`config.mk`:
```
export PLATFORM = sky130hd
export DESIGN_NAME = lhi_top
export DESIGN_NICKNAME = d
export VERILOG_FILES = /design/src/logic/lhi_pkg.sv /design/src/logic/lhi_apb_dec.sv /design/src/logic/lhi_flags.sv /design/src/logic/lhi_top.sv
export VERILOG_INCLUDE_DIRS = /design/src /design/src/logic
export SDC_FILE = /design/constraint.sdc
export NUM_CORES = 1
export LEC_CHECK = 0
export BUFFER_PORTS_ARGS = -buffer_cell sky130_fd_sc_hd__buf_2
export CAP_MARGIN = 20
export CELL_PAD_IN_SITES_DETAIL_PLACEMENT = 1
export CELL_PAD_IN_SITES_GLOBAL_PLACEMENT = 2
export CORE_MARGIN = 3
export CORE_UTILIZATION = 20
export CTS_CLUSTER_SIZE = 16
export DETAILED_ROUTE_END_ITERATION = 12
export PLACE_DENSITY = 0.79
export SYNTH_ARGS = -nofsm -noshare
export SYNTH_HDL_FRONTEND = slang
export SYNTH_SLANG_ARGS = --single-unit
```
`constraint.sdc`:
```
create_clock -name clk_i -period 1.8 [get_ports clk_i]
set_input_delay 0 -clock clk_i [delete_from_list [all_inputs] [get_ports clk_i]]
set_output_delay 0 -clock clk_i [all_outputs]
set_load 0.005 [all_outputs]
```
`src/logic/lhi_cfg.svh`:
```
`ifndef LHI_CFG_SVH
`define LHI_CFG_SVH

// printed register offsets are word indices; byte address is four times
`define LHI_IDX_LOSS_STAT  14'h0B12
`define LHI_IDX_LOSS_EN    14'h0B13
`define LHI_IDX_DL2_STAT   14'h0B16
`define LHI_IDX_DL2_MASK   14'h0B1F

`define LHI_ADDR_LOSS_STAT {`LHI_IDX_LOSS_STAT, 2'b00}
`define LHI_ADDR_LOSS_EN   {`LHI_IDX_LOSS_EN, 2'b00}
`define LHI_ADDR_DL2_STAT  {`LHI_IDX_DL2_STAT, 2'b00}
`define LHI_ADDR_DL2_MASK  {`LHI_IDX_DL2_MASK, 2'b00}

// field positions inside the 8-bit registers
`define LHI_BIT_LOSS       3
`define LHI_BIT_KIND       7
`define LHI_BIT_TX_BEGUN   6
`define LHI_BIT_RX_BEGUN   5
`define LHI_BIT_TX_DONE    4

// reset values
`define LHI_RST_LOSS_EN    8'h08
`define LHI_RST_DL2_MASK   8'h00
`define LHI_RST_FLAGS      4'h0

`endif

```
`src/logic/lhi_pkg.sv`:
```
package lhi_pkg;

  typedef enum logic [2:0] {
    LHI_REG_NONE      = 3'b000,
    LHI_REG_LOSS_STAT = 3'b001,
    LHI_REG_LOSS_EN   = 3'b010,
    LHI_REG_DL2_STAT  = 3'b011,
    LHI_REG_DL2_MASK  = 3'b100
  } lhi_reg_t;

  // indications from the receive framer and the second data link pair
  typedef struct packed {
    logic los_level;
    logic msg_kind;
    logic tx_start;
    logic rx_start;
    logic tx_end;
  } lhi_evt_t;

  // decoded bus access
  typedef struct packed {
    logic     setup;
    logic     done;
    logic     wr;
    logic     hit;
    lhi_reg_t id;
  } lhi_acc_t;

endpackage : lhi_pkg

```
`src/logic/lhi_apb_dec.sv`:
```
`timescale 1ns/1ns
`include "lhi_cfg.svh"

module lhi_apb_dec (
  input  wire logic        psel_i,
  input  wire logic        penable_i,
  input  wire logic        pwrite_i,
  input  wire logic [15:0] paddr_i,
  output lhi_pkg::lhi_acc_t acc_o
);

  wire logic is_loss_stat;
  wire logic is_loss_en;
  wire logic is_dl2_stat;
  wire logic is_dl2_mask;

  assign is_loss_stat = (paddr_i == `LHI_ADDR_LOSS_STAT);
  assign is_loss_en   = (paddr_i == `LHI_ADDR_LOSS_EN);
  assign is_dl2_stat  = (paddr_i == `LHI_ADDR_DL2_STAT);
  assign is_dl2_mask  = (paddr_i == `LHI_ADDR_DL2_MASK);

  assign acc_o.setup = psel_i & ~penable_i;
  assign acc_o.done  = psel_i & penable_i;
  assign acc_o.wr    = pwrite_i;
  assign acc_o.hit   = is_loss_stat | is_loss_en | is_dl2_stat | is_dl2_mask;
  assign acc_o.id    = is_loss_stat ? lhi_pkg::LHI_REG_LOSS_STAT :
                       is_loss_en   ? lhi_pkg::LHI_REG_LOSS_EN   :
                       is_dl2_stat  ? lhi_pkg::LHI_REG_DL2_STAT  :
                       is_dl2_mask  ? lhi_pkg::LHI_REG_DL2_MASK  :
                                      lhi_pkg::LHI_REG_NONE;

endmodule : lhi_apb_dec

```
`src/logic/lhi_flags.sv`:
```
`timescale 1ns/1ns
`include "lhi_cfg.svh"

module lhi_flags (
  input  wire logic       clk_i,
  input  wire logic       nrst_i,
  input  wire logic [3:0] set_i,
  input  wire logic [3:0] clr_i,
  output logic      [3:0] flag_o
);

  localparam logic [3:0] RST_FLAGS = `LHI_RST_FLAGS;

  genvar gi;
  generate
    for (gi = 0; gi < 4; gi = gi + 1)
    begin : g_flag
      wire logic next_flag;
      // a set in the clearing cycle survives
      assign next_flag = set_i[gi] | (flag_o[gi] & ~clr_i[gi]);
      always_ff @(posedge clk_i)
      begin
        if (!nrst_i)
          flag_o[gi] <= RST_FLAGS[gi];
        else
          flag_o[gi] <= next_flag;
      end
    end
  endgenerate

endmodule : lhi_flags

```
`src/logic/lhi_top.sv`:
```
// Decided for this implementation: the APB interface to the registers.
`timescale 1ns/1ns
`include "lhi_cfg.svh"

module lhi_top (
  input  wire logic              clk_i,
  input  wire logic              nrst_i,
  input  wire logic              psel_i,
  input  wire logic              penable_i,
  input  wire logic              pwrite_i,
  input  wire logic [15:0]       paddr_i,
  input  wire logic [31:0]       pwdata_i,
  input  wire lhi_pkg::lhi_evt_t evt_i,
  output logic      [31:0]       prdata_o,
  output logic                   pready_o,
  output logic                   pslverr_o,
  output logic                   irq_o
);

  localparam logic [7:0] RST_LOSS_EN = `LHI_RST_LOSS_EN;

  lhi_pkg::lhi_acc_t acc;
  logic        [3:0] flags;
  logic        [3:0] snap;
  logic              los_prev;
  logic              los_primed;
  logic              loss_off;
  logic        [2:0] dl2_mask;

  wire logic       los_rise;
  wire logic       los_fall;
  wire logic [3:0] set_vec;
  wire logic [3:0] clr_rd;
  wire logic [3:0] clr_wr;
  wire logic       rd_done;
  wire logic       wr_done;
  wire logic       rd_setup;
  wire logic       loss_change_flag;
  wire logic       tx_message_begun;
  wire logic       rx_message_begun;
  wire logic       tx_message_done;
  wire logic       received_message_kind;
  wire logic       loss_change_irq_on;
  wire logic [7:0] rd_loss_stat;
  wire logic [7:0] rd_loss_en;
  wire logic [7:0] rd_dl2_stat;
  wire logic [7:0] rd_dl2_mask;
  wire logic [7:0] rd_mux;
  wire logic       next_irq;

  lhi_apb_dec u_dec (
    .psel_i    (psel_i),
    .penable_i (penable_i),
    .pwrite_i  (pwrite_i),
    .paddr_i   (paddr_i),
    .acc_o     (acc)
  );

  assign rd_setup = acc.setup & ~acc.wr;
  assign rd_done  = acc.done & ~acc.wr;
  assign wr_done  = acc.done & acc.wr;

  // level from the receive framer; edges only count once primed
  always_ff @(posedge clk_i)
  begin
    if (!nrst_i)
    begin
      los_prev   <= 1'b0;
      los_primed <= 1'b0;
    end
    else
    begin
      los_prev   <= evt_i.los_level;
      los_primed <= 1'b1;
    end
  end

  assign los_rise = los_primed & evt_i.los_level & ~los_prev;
  assign los_fall = los_primed & ~evt_i.los_level & los_prev;

  // flag order: 0 loss, 1 tx done, 2 rx begun, 3 tx begun
  assign set_vec = {evt_i.tx_start,
                    evt_i.rx_start,
                    evt_i.tx_end,
                    los_rise | los_fall};

  // a read clears only what the read returned
  assign clr_rd = (rd_done && acc.id == lhi_pkg::LHI_REG_LOSS_STAT) ?
                    {3'b000, snap[0]} :
                  (rd_done && acc.id == lhi_pkg::LHI_REG_DL2_STAT) ?
                    {snap[3:1], 1'b0} :
                    4'h0;

  // writing a one also clears
  assign clr_wr = (wr_done && acc.id == lhi_pkg::LHI_REG_LOSS_STAT) ?
                    {3'b000, pwdata_i[`LHI_BIT_LOSS]} :
                  (wr_done && acc.id == lhi_pkg::LHI_REG_DL2_STAT) ?
                    {pwdata_i[`LHI_BIT_TX_BEGUN],
                     pwdata_i[`LHI_BIT_RX_BEGUN],
                     pwdata_i[`LHI_BIT_TX_DONE], 1'b0} :
                    4'h0;

  lhi_flags u_flags (
    .clk_i  (clk_i),
    .nrst_i (nrst_i),
    .set_i  (set_vec),
    .clr_i  (clr_rd | clr_wr),
    .flag_o (flags)
  );

  assign loss_change_flag      = flags[0];
  assign tx_message_done       = flags[1];
  assign rx_message_begun      = flags[2];
  assign tx_message_begun      = flags[3];
  assign received_message_kind = evt_i.msg_kind;
  assign loss_change_irq_on    = ~loss_off;

  // control registers
  always_ff @(posedge clk_i)
  begin
    if (!nrst_i)
    begin
      loss_off <= RST_LOSS_EN[`LHI_BIT_LOSS];
      dl2_mask <= 3'(`LHI_RST_DL2_MASK >> `LHI_BIT_TX_DONE);
    end
    else if (wr_done)
    begin
      if (acc.id == lhi_pkg::LHI_REG_LOSS_EN)
        loss_off <= pwdata_i[`LHI_BIT_LOSS];
      if (acc.id == lhi_pkg::LHI_REG_DL2_MASK)
        dl2_mask <= pwdata_i[`LHI_BIT_TX_BEGUN:`LHI_BIT_TX_DONE];
    end
  end

  // register read images, reserved bits read as zero
  assign rd_loss_stat = {4'h0, loss_change_flag, 3'b000};
  assign rd_loss_en   = {4'h0, loss_off, 3'b000};
  assign rd_dl2_stat  = {received_message_kind,
                         tx_message_begun,
                         rx_message_begun,
                         tx_message_done, 4'h0};
  assign rd_dl2_mask  = {1'b0, dl2_mask, 4'h0};

  assign rd_mux = (acc.id == lhi_pkg::LHI_REG_LOSS_STAT) ? rd_loss_stat :
                  (acc.id == lhi_pkg::LHI_REG_LOSS_EN)   ? rd_loss_en   :
                  (acc.id == lhi_pkg::LHI_REG_DL2_STAT)  ? rd_dl2_stat  :
                  (acc.id == lhi_pkg::LHI_REG_DL2_MASK)  ? rd_dl2_mask  :
                                                           8'h00;

  // read data is captured in the setup cycle, along with the flags
  // it shows, so the access edge clears exactly what was returned
  always_ff @(posedge clk_i)
  begin
    if (!nrst_i)
    begin
      prdata_o <= 32'h0000_0000;
      snap     <= 4'h0;
    end
    else if (rd_setup)
    begin
      prdata_o <= {24'h00_0000, rd_mux};
      snap     <= flags;
    end
  end

  assign pready_o  = 1'b1;
  assign pslverr_o = acc.done & ~acc.hit;

  assign next_irq = (loss_change_flag & loss_change_irq_on) |
                    (|(flags[3:1] & dl2_mask));

  always_ff @(posedge clk_i)
  begin
    if (!nrst_i)
      irq_o <= 1'b0;
    else
      irq_o <= next_irq;
  end

endmodule : lhi_top

```
=== After elaboration in Yosys (flattened, before gate mapping) ===
Index checks and enable logic that the tools add are counted.

* Input bits: 58
* Output and inout bits: 35
* Register bits after elaboration: 23

* Bitwise gates (word level): 36
* Reductions and logical operators: 7
* Muxes and demuxes: 13
* Equality and inequality tests: 8

{| class="wikitable"
|+ Operators by type and width
! cell !! number
|-
| $eq 16x14->1 const B || 4
|-
| $mux 8 || 3
|-
| $mux 4 || 4
|-
| $and 1x1->1 || 15
|-
| $mux 3 || 4
|-
| $not 1->1 || 10
|-
| $or 1x1->1 || 9
|-
| $mux 7 || 1
|-
| $eq 3x2->1 const B || 2
|-
| $logic_and 1x1->1 || 4
|-
| $or 4x4->4 || 1
|-
| $reduce_and 2->1 || 2
|-
| $and 3x3->3 || 1
|-
| $eq 3x1->1 const B || 1
|-
| $eq 3x3->1 const B || 1
|-
| $reduce_or 3->1 || 1
|-
| $mux 1 || 1
|}

=== Longest topological paths before layout ===
Gate-level depths: netlist of run 1.

* Depth in word-level cells: 13
* Mapped depth: 6
* Gate-level depth less buffers: 4

=== Cells and area by module ===
From an unflattened synthesis of run 1, not the netlist that was laid out.

* Cells, all modules: 141
* Area, all modules: 1252.5 µm²

{| class="wikitable"
|+ By module, submodules not included
! module !! cells an instance !! instances !! area each (µm²) !! seq. area each (µm²)
|-
| lhi_top || 114 || 1 || 969.7 || 320.3
|-
| lhi_flags || 12 || 1 || 165.2 || 80.1
|-
| lhi_apb_dec || 15 || 1 || 117.6 || 0.0
|}

=== Least setup slack after synthesis of run 1 ===
Ideal clock, no wire load.

* Path type: in2reg
* Start: input port paddr_i[15]
* End: register dl2_mask[0]
* Library setup time: 0.072 ns
* Data required time: 1.728 ns
* Buffers on the path: 0
* Arrival: 1.427 ns
* Stages: 4
* Setup slack: 0.301 ns
* Cells stage by stage: or4_4 > or4_4 > nor2_4 > mux2i_1

* Cells in the longest elaborated chain, start to end: 7
* Elaborated cells on any way between the ends: 10

{| class="wikitable"
|+ RTL lines
! item !! RTL line !! RTL
|-
| start: declaration || lhi_top.sv:11 || <nowiki>input wire logic [15:0] paddr_i,</nowiki>
|-
| $eq 16x14->1 (no source line) || -- ||
|-
| $mux 3 || lhi_apb_dec.sv:29 || <nowiki>is_dl2_mask ? lhi_pkg::LHI_REG_DL2_MASK :</nowiki>
|-
| $mux 3 || lhi_apb_dec.sv:28 || <nowiki>is_dl2_stat ? lhi_pkg::LHI_REG_DL2_STAT :</nowiki>
|-
| $mux 3 || lhi_apb_dec.sv:27 || <nowiki>is_loss_en ? lhi_pkg::LHI_REG_LOSS_EN :</nowiki>
|-
| $mux 3 (*) || lhi_apb_dec.sv:26 || <nowiki>assign acc_o.id = is_loss_stat ? lhi_pkg::LHI_REG_LOSS_STAT :</nowiki>
|-
| $eq 3x3->1 (*) || lhi_top.sv:130 || <nowiki>if (acc.id == lhi_pkg::LHI_REG_DL2_MASK)</nowiki>
|-
| $reduce_and 2->1 (no source line) (*) || -- ||
|-
| end signal: assignment || lhi_top.sv:124 || <nowiki>dl2_mask <= 3'(`LHI_RST_DL2_MASK >> `LHI_BIT_TX_DONE);</nowiki>
|-
| end signal: assignment || lhi_top.sv:131 || <nowiki>dl2_mask <= pwdata_i[`LHI_BIT_TX_BEGUN:`LHI_BIT_TX_DONE];</nowiki>
|-
| end: declaration || lhi_top.sv:28 || <nowiki>logic [2:0] dl2_mask;</nowiki>
|}

Every way passes the cells marked *; elsewhere a longest branch is shown, timed or not.
A chain may end at the register's enable or synchronous reset.

=== Worst setup path in the final report of run 1 ===
* Start: input port paddr_i[15]
* End: register u_flags.flag_o[1]

* Cells in the longest elaborated chain, start to end: 13
* Elaborated cells on any way between the ends: 22

{| class="wikitable"
|+ RTL lines
! item !! RTL line !! RTL
|-
| $eq 16x14->1 (no source line) || -- ||
|-
| $mux 3 || lhi_apb_dec.sv:29 ||
|-
| $mux 3 || lhi_apb_dec.sv:28 ||
|-
| $mux 3 || lhi_apb_dec.sv:27 ||
|-
| $mux 3 (*) || lhi_apb_dec.sv:26 ||
|-
| $eq 3x2->1 || lhi_top.sv:90, lhi_top.sv:97 ||
|-
| $logic_and 1x1->1 (on tied branches) || lhi_top.sv:90, lhi_top.sv:97 ||
|-
| $mux 4 (on tied branches) || lhi_top.sv:90, lhi_top.sv:97 ||
|-
| $mux 4 (on tied branches) || lhi_top.sv:88, lhi_top.sv:95 ||
|-
| $or 4x4->4 (*) || lhi_top.sv:107 || <nowiki>.clr_i (clr_rd | clr_wr),</nowiki>
|-
| $not 1->1 (*) || lhi_flags.sv:20 || <nowiki>assign next_flag = set_i[gi] | (flag_o[gi] & ~clr_i[gi]);</nowiki>
|-
| $and 1x1->1 (*) || lhi_flags.sv:20 ||
|-
| $or 1x1->1 (*) || lhi_flags.sv:20 ||
|-
| end signal: indexed assignment || lhi_flags.sv:24 || <nowiki>flag_o[gi] <= RST_FLAGS[gi];</nowiki>
|-
| end signal: indexed assignment || lhi_flags.sv:26 || <nowiki>flag_o[gi] <= next_flag;</nowiki>
|-
| end: declaration || lhi_flags.sv:9 || <nowiki>output logic [3:0] flag_o</nowiki>
|}

Marks and branches as above.

==> results of run 1 <==
[cell families after synthesis]
family,share of synthesized area [%]
AND/OR/NAND/NOR,27.3
buffers and inverters,19.1
AO/OA/AOI/OAI,15.4
flip-flops,32.8
multiplexers,4.20
other,0.615
XOR/XNOR,0.717
[flip-flops by register name, summed over array words and instances (netlist names)]
name / flops
prdata_o: 5
dl2_mask: 3
loss_off: 1
los_prev: 1
irq_o: 1
los_primed: 1
u_flags.flag_o: 4
snap: 4
[through the flow]
stage          worst slack [ns]  instances
6_report                  0.345        255
5_1_grt                   0.301        255
4_1_cts                   0.341        255
3_5_place_dp             0.0600        250
3_3_place_gp             0.0654        250
2_1_floorplan             0.301        172
[routing by layer]
metal  vias up  GRT usage (%)
li1        529              -
met1       481           10.7
met5         -              0
met4         0           3.07
met3         6           2.26
met2        31           13.8
[path summary, 6_finish.rpt]
check	end	slack, ns	cells after the start
worst min register to register	prdata_o[7]	0.45	2
worst max register to register	prdata_o[3]	0.92	3
worst max-delay path	u_flags.flag_o[1]	0.34	5
worst min-delay path	dl2_mask[2]	0.004	3
[Yosys cell counts, drive strengths merged, types with 2 or more instances]
master and number:
a22o 3, dfxtp 20, conb 2, o21ai 5, or4 3, nand3b 4, and2 3, buf 28
nor4 4, a22oi 2, a21boi 10, inv 2, nand3 5, nand2 25, nor2 3, a21oi 6
nand4 3, clkbuf 4, mux2i 4
[layout by cell type, fill, tap and decap left out, drive strengths merged]
cell type    count
xor2             1
nand4b           1
mux2i            4
nand2           25
nand3b           4
nand4            3
o21a             1
buf             38
nor2             3
nand2b           1
or4bb            1
clkbuf           3
nor3             1
dlygate4sd3      2
mux2             1
o311ai           1
conb            28
or4              3
inv              2
nor4             4
or3b             1
a22o             3
a21oi            6
nand3            5
and2             3
or4b             1
a22oi            2
dfxtp           20
o21ai            5
a21boi          10
[worst register-to-register path: cells and delay by family (launching register included)]
family | cells | cell delay, ns
AO/OA/AOI/OAI | 1 | 0.08
flip-flops | 1 | 0.34
AND/OR/NAND/NOR | 1 | 0.08
multiplexers | 1 | 0.27
[power by group]
group / total, W / switching [W] / internal (W) / leakage (nW)
sequential: 0.000464 / 0.00000994 / 0.000454 / 0.163
clock: 0.000290 / 0.000141 / 0.000149 / 0.0216
combinational: 0.000121 / 0.0000697 / 0.0000517 / 0.417
total: 0.000875 / 0.000220 / 0.000655 / 0.602
[final cells by class]
| cell class | count | area share [%] |
|---|---|---|
| Sequential cell | 20 | 27.8 |
| Inverter | 2 | 0.521 |
| Multi-Input combinational cell | 118 | 47.6 |
| Timing Repair Buffer | 40 | 14.9 |
| Clock buffer | 3 | 2.87 |
| Tap cell | 72 | 6.26 |
==> out/metrics.cfg, run 1 <==
[place]
gp_congestion = 0.743
placed_area_um2 = 1380
dp_hpwl_mm = 2.48
numPortBuffers = 36

[critical_path]
cp_cell_sequence = buf_2, or4_4, or4_4, nor4_4, a21oi_1
cpMaxStageDelayCell = or4_4
criticalPathCategory = input port to register
worstSetupStartpoint = paddr_i[15]
rr_startpoint = u_flags.flag_o[0]
critPathCaptureType = register
slowest_delay_ns = 0.57
required_ns = 1.93
crit_family = simple AND/OR/NAND/NOR gates
critical_path_buf_inv_count = 1
crit_arrival_ns = 1.59
cp_common_cell = or4_4
critPathMaxFanout = 4
cp-start-kind = input port

[finish]
n_antenna_cell = 0
layout-drive-gt1-share_pct = 26.8
multi_input_area_um2 = 686
final_area_um2 = 1440
nets = 243
nFillCells = 701
area_growth_pct = 17.9
seqCellArea_um2 = 400
fin_util_pct = 25.2

[timing]
whs_ns = 0.00384
drv_slew = 0
setup_tns_ns = 0
fin_crit_sh_pct = 80.8
timing.fmax_ghz = 0.687
rsz0062_at_grt = false
hold_viol_final = 0
min_period_ns = 1.46
fin_skew_ns = 0.00330
setup_violations = 0

[clocking]
htreeDepth = 1
cts_sinks = 20
cts-root-buf = clkbuf_8
hold_buffers = 2
insertion_delay_ns = 0.26
cts_tree = done
clock_path_buffers = 2
ctsResizeCount = 0
path_clk_slew_ns = 0.07
post_cts_buffers = 0
cts_buffers = 3

[worst_hold_path]
worstHoldStart = pwdata_i[6]
worstHoldPathType = input port to register

[routing]
routed_via_density = 4.11
drt-total-wl_mm = 3.06
met3_length_um = 184
wl_met2_mm = 1.47
final_antenna_net_count = 0
drtIter0Drc = 39
top_layer = met4
vias = 1047
wl_per_cell_um = 12.0
dr.pass1.iters = 4
wl_met1_mm = 1.37
drc_errors = 0

[floorplan]
core_area_um2 = 5710
io_pins = 93
start_util_pct = 21.4
die_x_um = 84.1
rows = 27
dieArea_um2 = 7080
die_y_um = 84.1

[global_route]
grt_pass1_vias = 1010
gr-usage-all-layers_pct = 8.46
grt_max_degree = 25
grt-ovfl-total = 0
grt_pass1_wl_mm = 4.77
antenna_found_initial = 0

[yosys]
ys_ff_latch = 20
synth.avg_cell_area_um2 = 8.36
synth-async-reset-ratio_pct = 0
synth_cells = 146
synth_ff_type = dfxtp_1
yosysTopAreaCellShare_pct = 32.8
ys_seq_area_share_pct = 32.8
synth_top_area_cell = dfxtp_1
yosysWarnings = 0
synth_edf_count = 0
synth_cell_types = 32
ys_top_cells_by_area = dfxtp_1, buf_4, nand2_1
synth_area_um2 = 1220

[pwr]
power_w = 0.000875
p_leak_nw = 0.602
vdd_ir_drop_max_v = 0.000224
powerDensity_nw_per_um2 = 608

[job]
maxCapViolations = 0

[status]
outcome = complete, no violations

Power figures use the tool's default switching activity.
==> inputs of run 2 (changes only) <==
CORE_UTILIZATION = 18   (was 20)
PLACE_DENSITY = 0.75   (was 0.79)
clock period = 1.3 ns   (was 1.8 ns; I/O delays follow)
==> out/metrics.cfg, run 2 (synthesis gave the netlist of run 1 again) <==
[global_route]
met2_usage_pct = 13.9  ; +0.091 points
antenna_found_initial = 0  ; unchanged
grt_use_met3_pct = 2.70  ; +0.44 points
gr-usage-all-layers_pct = 8.68  ; +0.22 points
grt_pass1_vias = 1101  ; +9.0%
use_met1_pct = 11.0  ; +0.34 points
grt_pass1_wl_mm = 5.20  ; +9.1%
grt-busiest-layer = met2
grt_max_degree = 25  ; unchanged
grt-ovfl-total = 0  ; unchanged

[critical_path]
crit_family = simple AND/OR/NAND/NOR gates
crit_arrival_ns = 1.41  ; -0.18 ns
cp.depth = 8  ; +3
critPathMaxFanout = 3  ; -1
required_ns = 1.30  ; -0.63 ns
slowest_delay_ns = 0.55  ; -0.02 ns
critical_path_buf_inv_count = 4  ; +3
criticalPathCategory = input port to output port
cpMaxStageDelayCell = or4_4
cp-start-kind = input port
reg2regPathDepth = 3  ; unchanged
rrSetupSlack_ns = 0.41  ; -0.51 ns
cp_cell_sequence = buf_6, or4_4, buf_6, nor4_4, buf_4, o21a_1, nor3_1, buf_2
cp_common_cell = buf_6
critPathCaptureType = output port

[clocking]
path_clk_slew_ns = 0.09  ; +0.02 ns
clock_path_buffers = 2  ; unchanged
htreeDepth = 1  ; unchanged
cts_buffers = 3  ; unchanged
cts_tree = done
insertion_delay_ns = 0.27  ; about the same
cts-root-buf = clkbuf_8
cts_sinks = 20  ; unchanged

[pwr]
p_leak_nw = 0.680  ; +13%
powerDensity_nw_per_um2 = 919  ; +51%
vdd_ir_drop_max_v = 0.000370  ; +65%

[timing]
timing.fmax_ghz = 0.707
hold_viol_final = 1  ; +1
rsz0062_at_grt = true
fin_crit_sh_pct = 109
drv_slew = 0  ; unchanged
setup_ws_ns = -0.114  ; -0.459 ns
setup_violations = 7  ; +7
min_period_ns = 1.41
fin_skew_ns = 0.0129  ; +0.00960 ns
setup_tns_ns = -0.373  ; -0.373 ns
whs_ns = -0.00213  ; -0.00596 ns

[floorplan]
core_area_um2 = 6460  ; +13%
dieArea_um2 = 7810  ; +10%
io_pins = 93  ; unchanged
die_x_um = 88.4  ; +5.0%
rows = 29  ; +7.4%
die_y_um = 88.4  ; +5.0%
start_util_pct = 18.9  ; -2.5 points

[finish]
regMostFlops = prdata_o
area_growth_pct = 31.3
n_antenna_cell = 0  ; unchanged
layout-drive-gt1-share_pct = 31.8  ; +5.0 points
nets = 251  ; +3.3%
largest_reg_flops = 5  ; unchanged
layout_commonest_cell = buf_2
final_cell_mix = buf_2, conb_1, nand2_1
top_regs = prdata_o x5, snap x4, u_flags.flag_o x4

[routing]
drtIter0Drc = 39  ; unchanged
dr.pass1.iters = 3  ; -1
vias = 1079  ; +3.1%
final_antenna_net_count = 0  ; unchanged
routed_via_density = 4.01  ; -2.3%
drt-total-wl_mm = 3.41  ; +11%
wl_per_cell_um = 12.7  ; +5.6%
drc_errors = 0  ; unchanged

[worst_hold_path]
worstHoldPathType = input port to register
hold-path-cell-count = 3  ; unchanged

[status]
outcome = complete, but fails checks
violations = hold timing, setup timing

[place]
numPortBuffers = 36  ; unchanged
dp_hpwl_mm = 2.60  ; +4.8%
gp_congestion = 0.697  ; -6.2%

[job]
maxCapViolations = 0  ; unchanged

==> run 2: worst min-delay path: stages <==
cell and delay [ns]:
buf_2 0.09, a21oi_1 0.04, a21oi_1 0.10
==> run 2: cell type report <==
cell class,count,area [um2]
fillers,782,4860
inverters,2,7.51
clock buffers,3,41.3
flip-flops and latches,20,400
well taps,77,96.3
multi-input cells,118,731
repair buffers,48,297
clock inverters,1,30.0
==> run 2: worst paths after layout <==
kind	from	end
setup / recovery	paddr_i[15]	pslverr_o
hold / removal	evt_i[1]	u_flags.flag_o[2]
setup reg to reg	u_flags.flag_o[0]	prdata_o[3]
hold reg to reg	prdata_o[5]	prdata_o[5]
==> run 2: report_power, final <==
part           switching [W]  leakage, nW  internal (W)
Combinational       0.000109        0.481     0.0000897
Clock               0.000222       0.0357      0.000411
Sequential         0.0000132        0.163      0.000629
Total               0.000344        0.680       0.00113
==> run 2: repair_timing <==
action                                  4_1_cts  5_1_grt
endpoints found under the hold margin         4        0
resized for setup                             4       12
endpoints found under the setup margin        9       14
pin swaps                                     4       10
hold buffers                                  4        0
buffers inserted                              1        0
==> run 2: metrics by stage <==
step,instances,instance area [um2],utilization (%),setup slack (ns),power [W]
2_1_floorplan,172,1320,-,-0.155,0.000800
3_3_place_gp,260,1420,22.0,-0.299,0.000828
3_5_place_dp,260,1420,22.0,-0.328,0.000830
4_1_cts,269,1560,24.2,-0.137,0.00148
5_1_grt,269,1600,24.8,-0.180,0.00154
6_report,269,1600,24.8,-0.114,0.00147
==> run 2: per-layer routing <==
metal  vias up  wire [um]
met5         -          0
met4         0         51
met3         4        206
met2        37       1620
met1       493       1530
li1        545          -
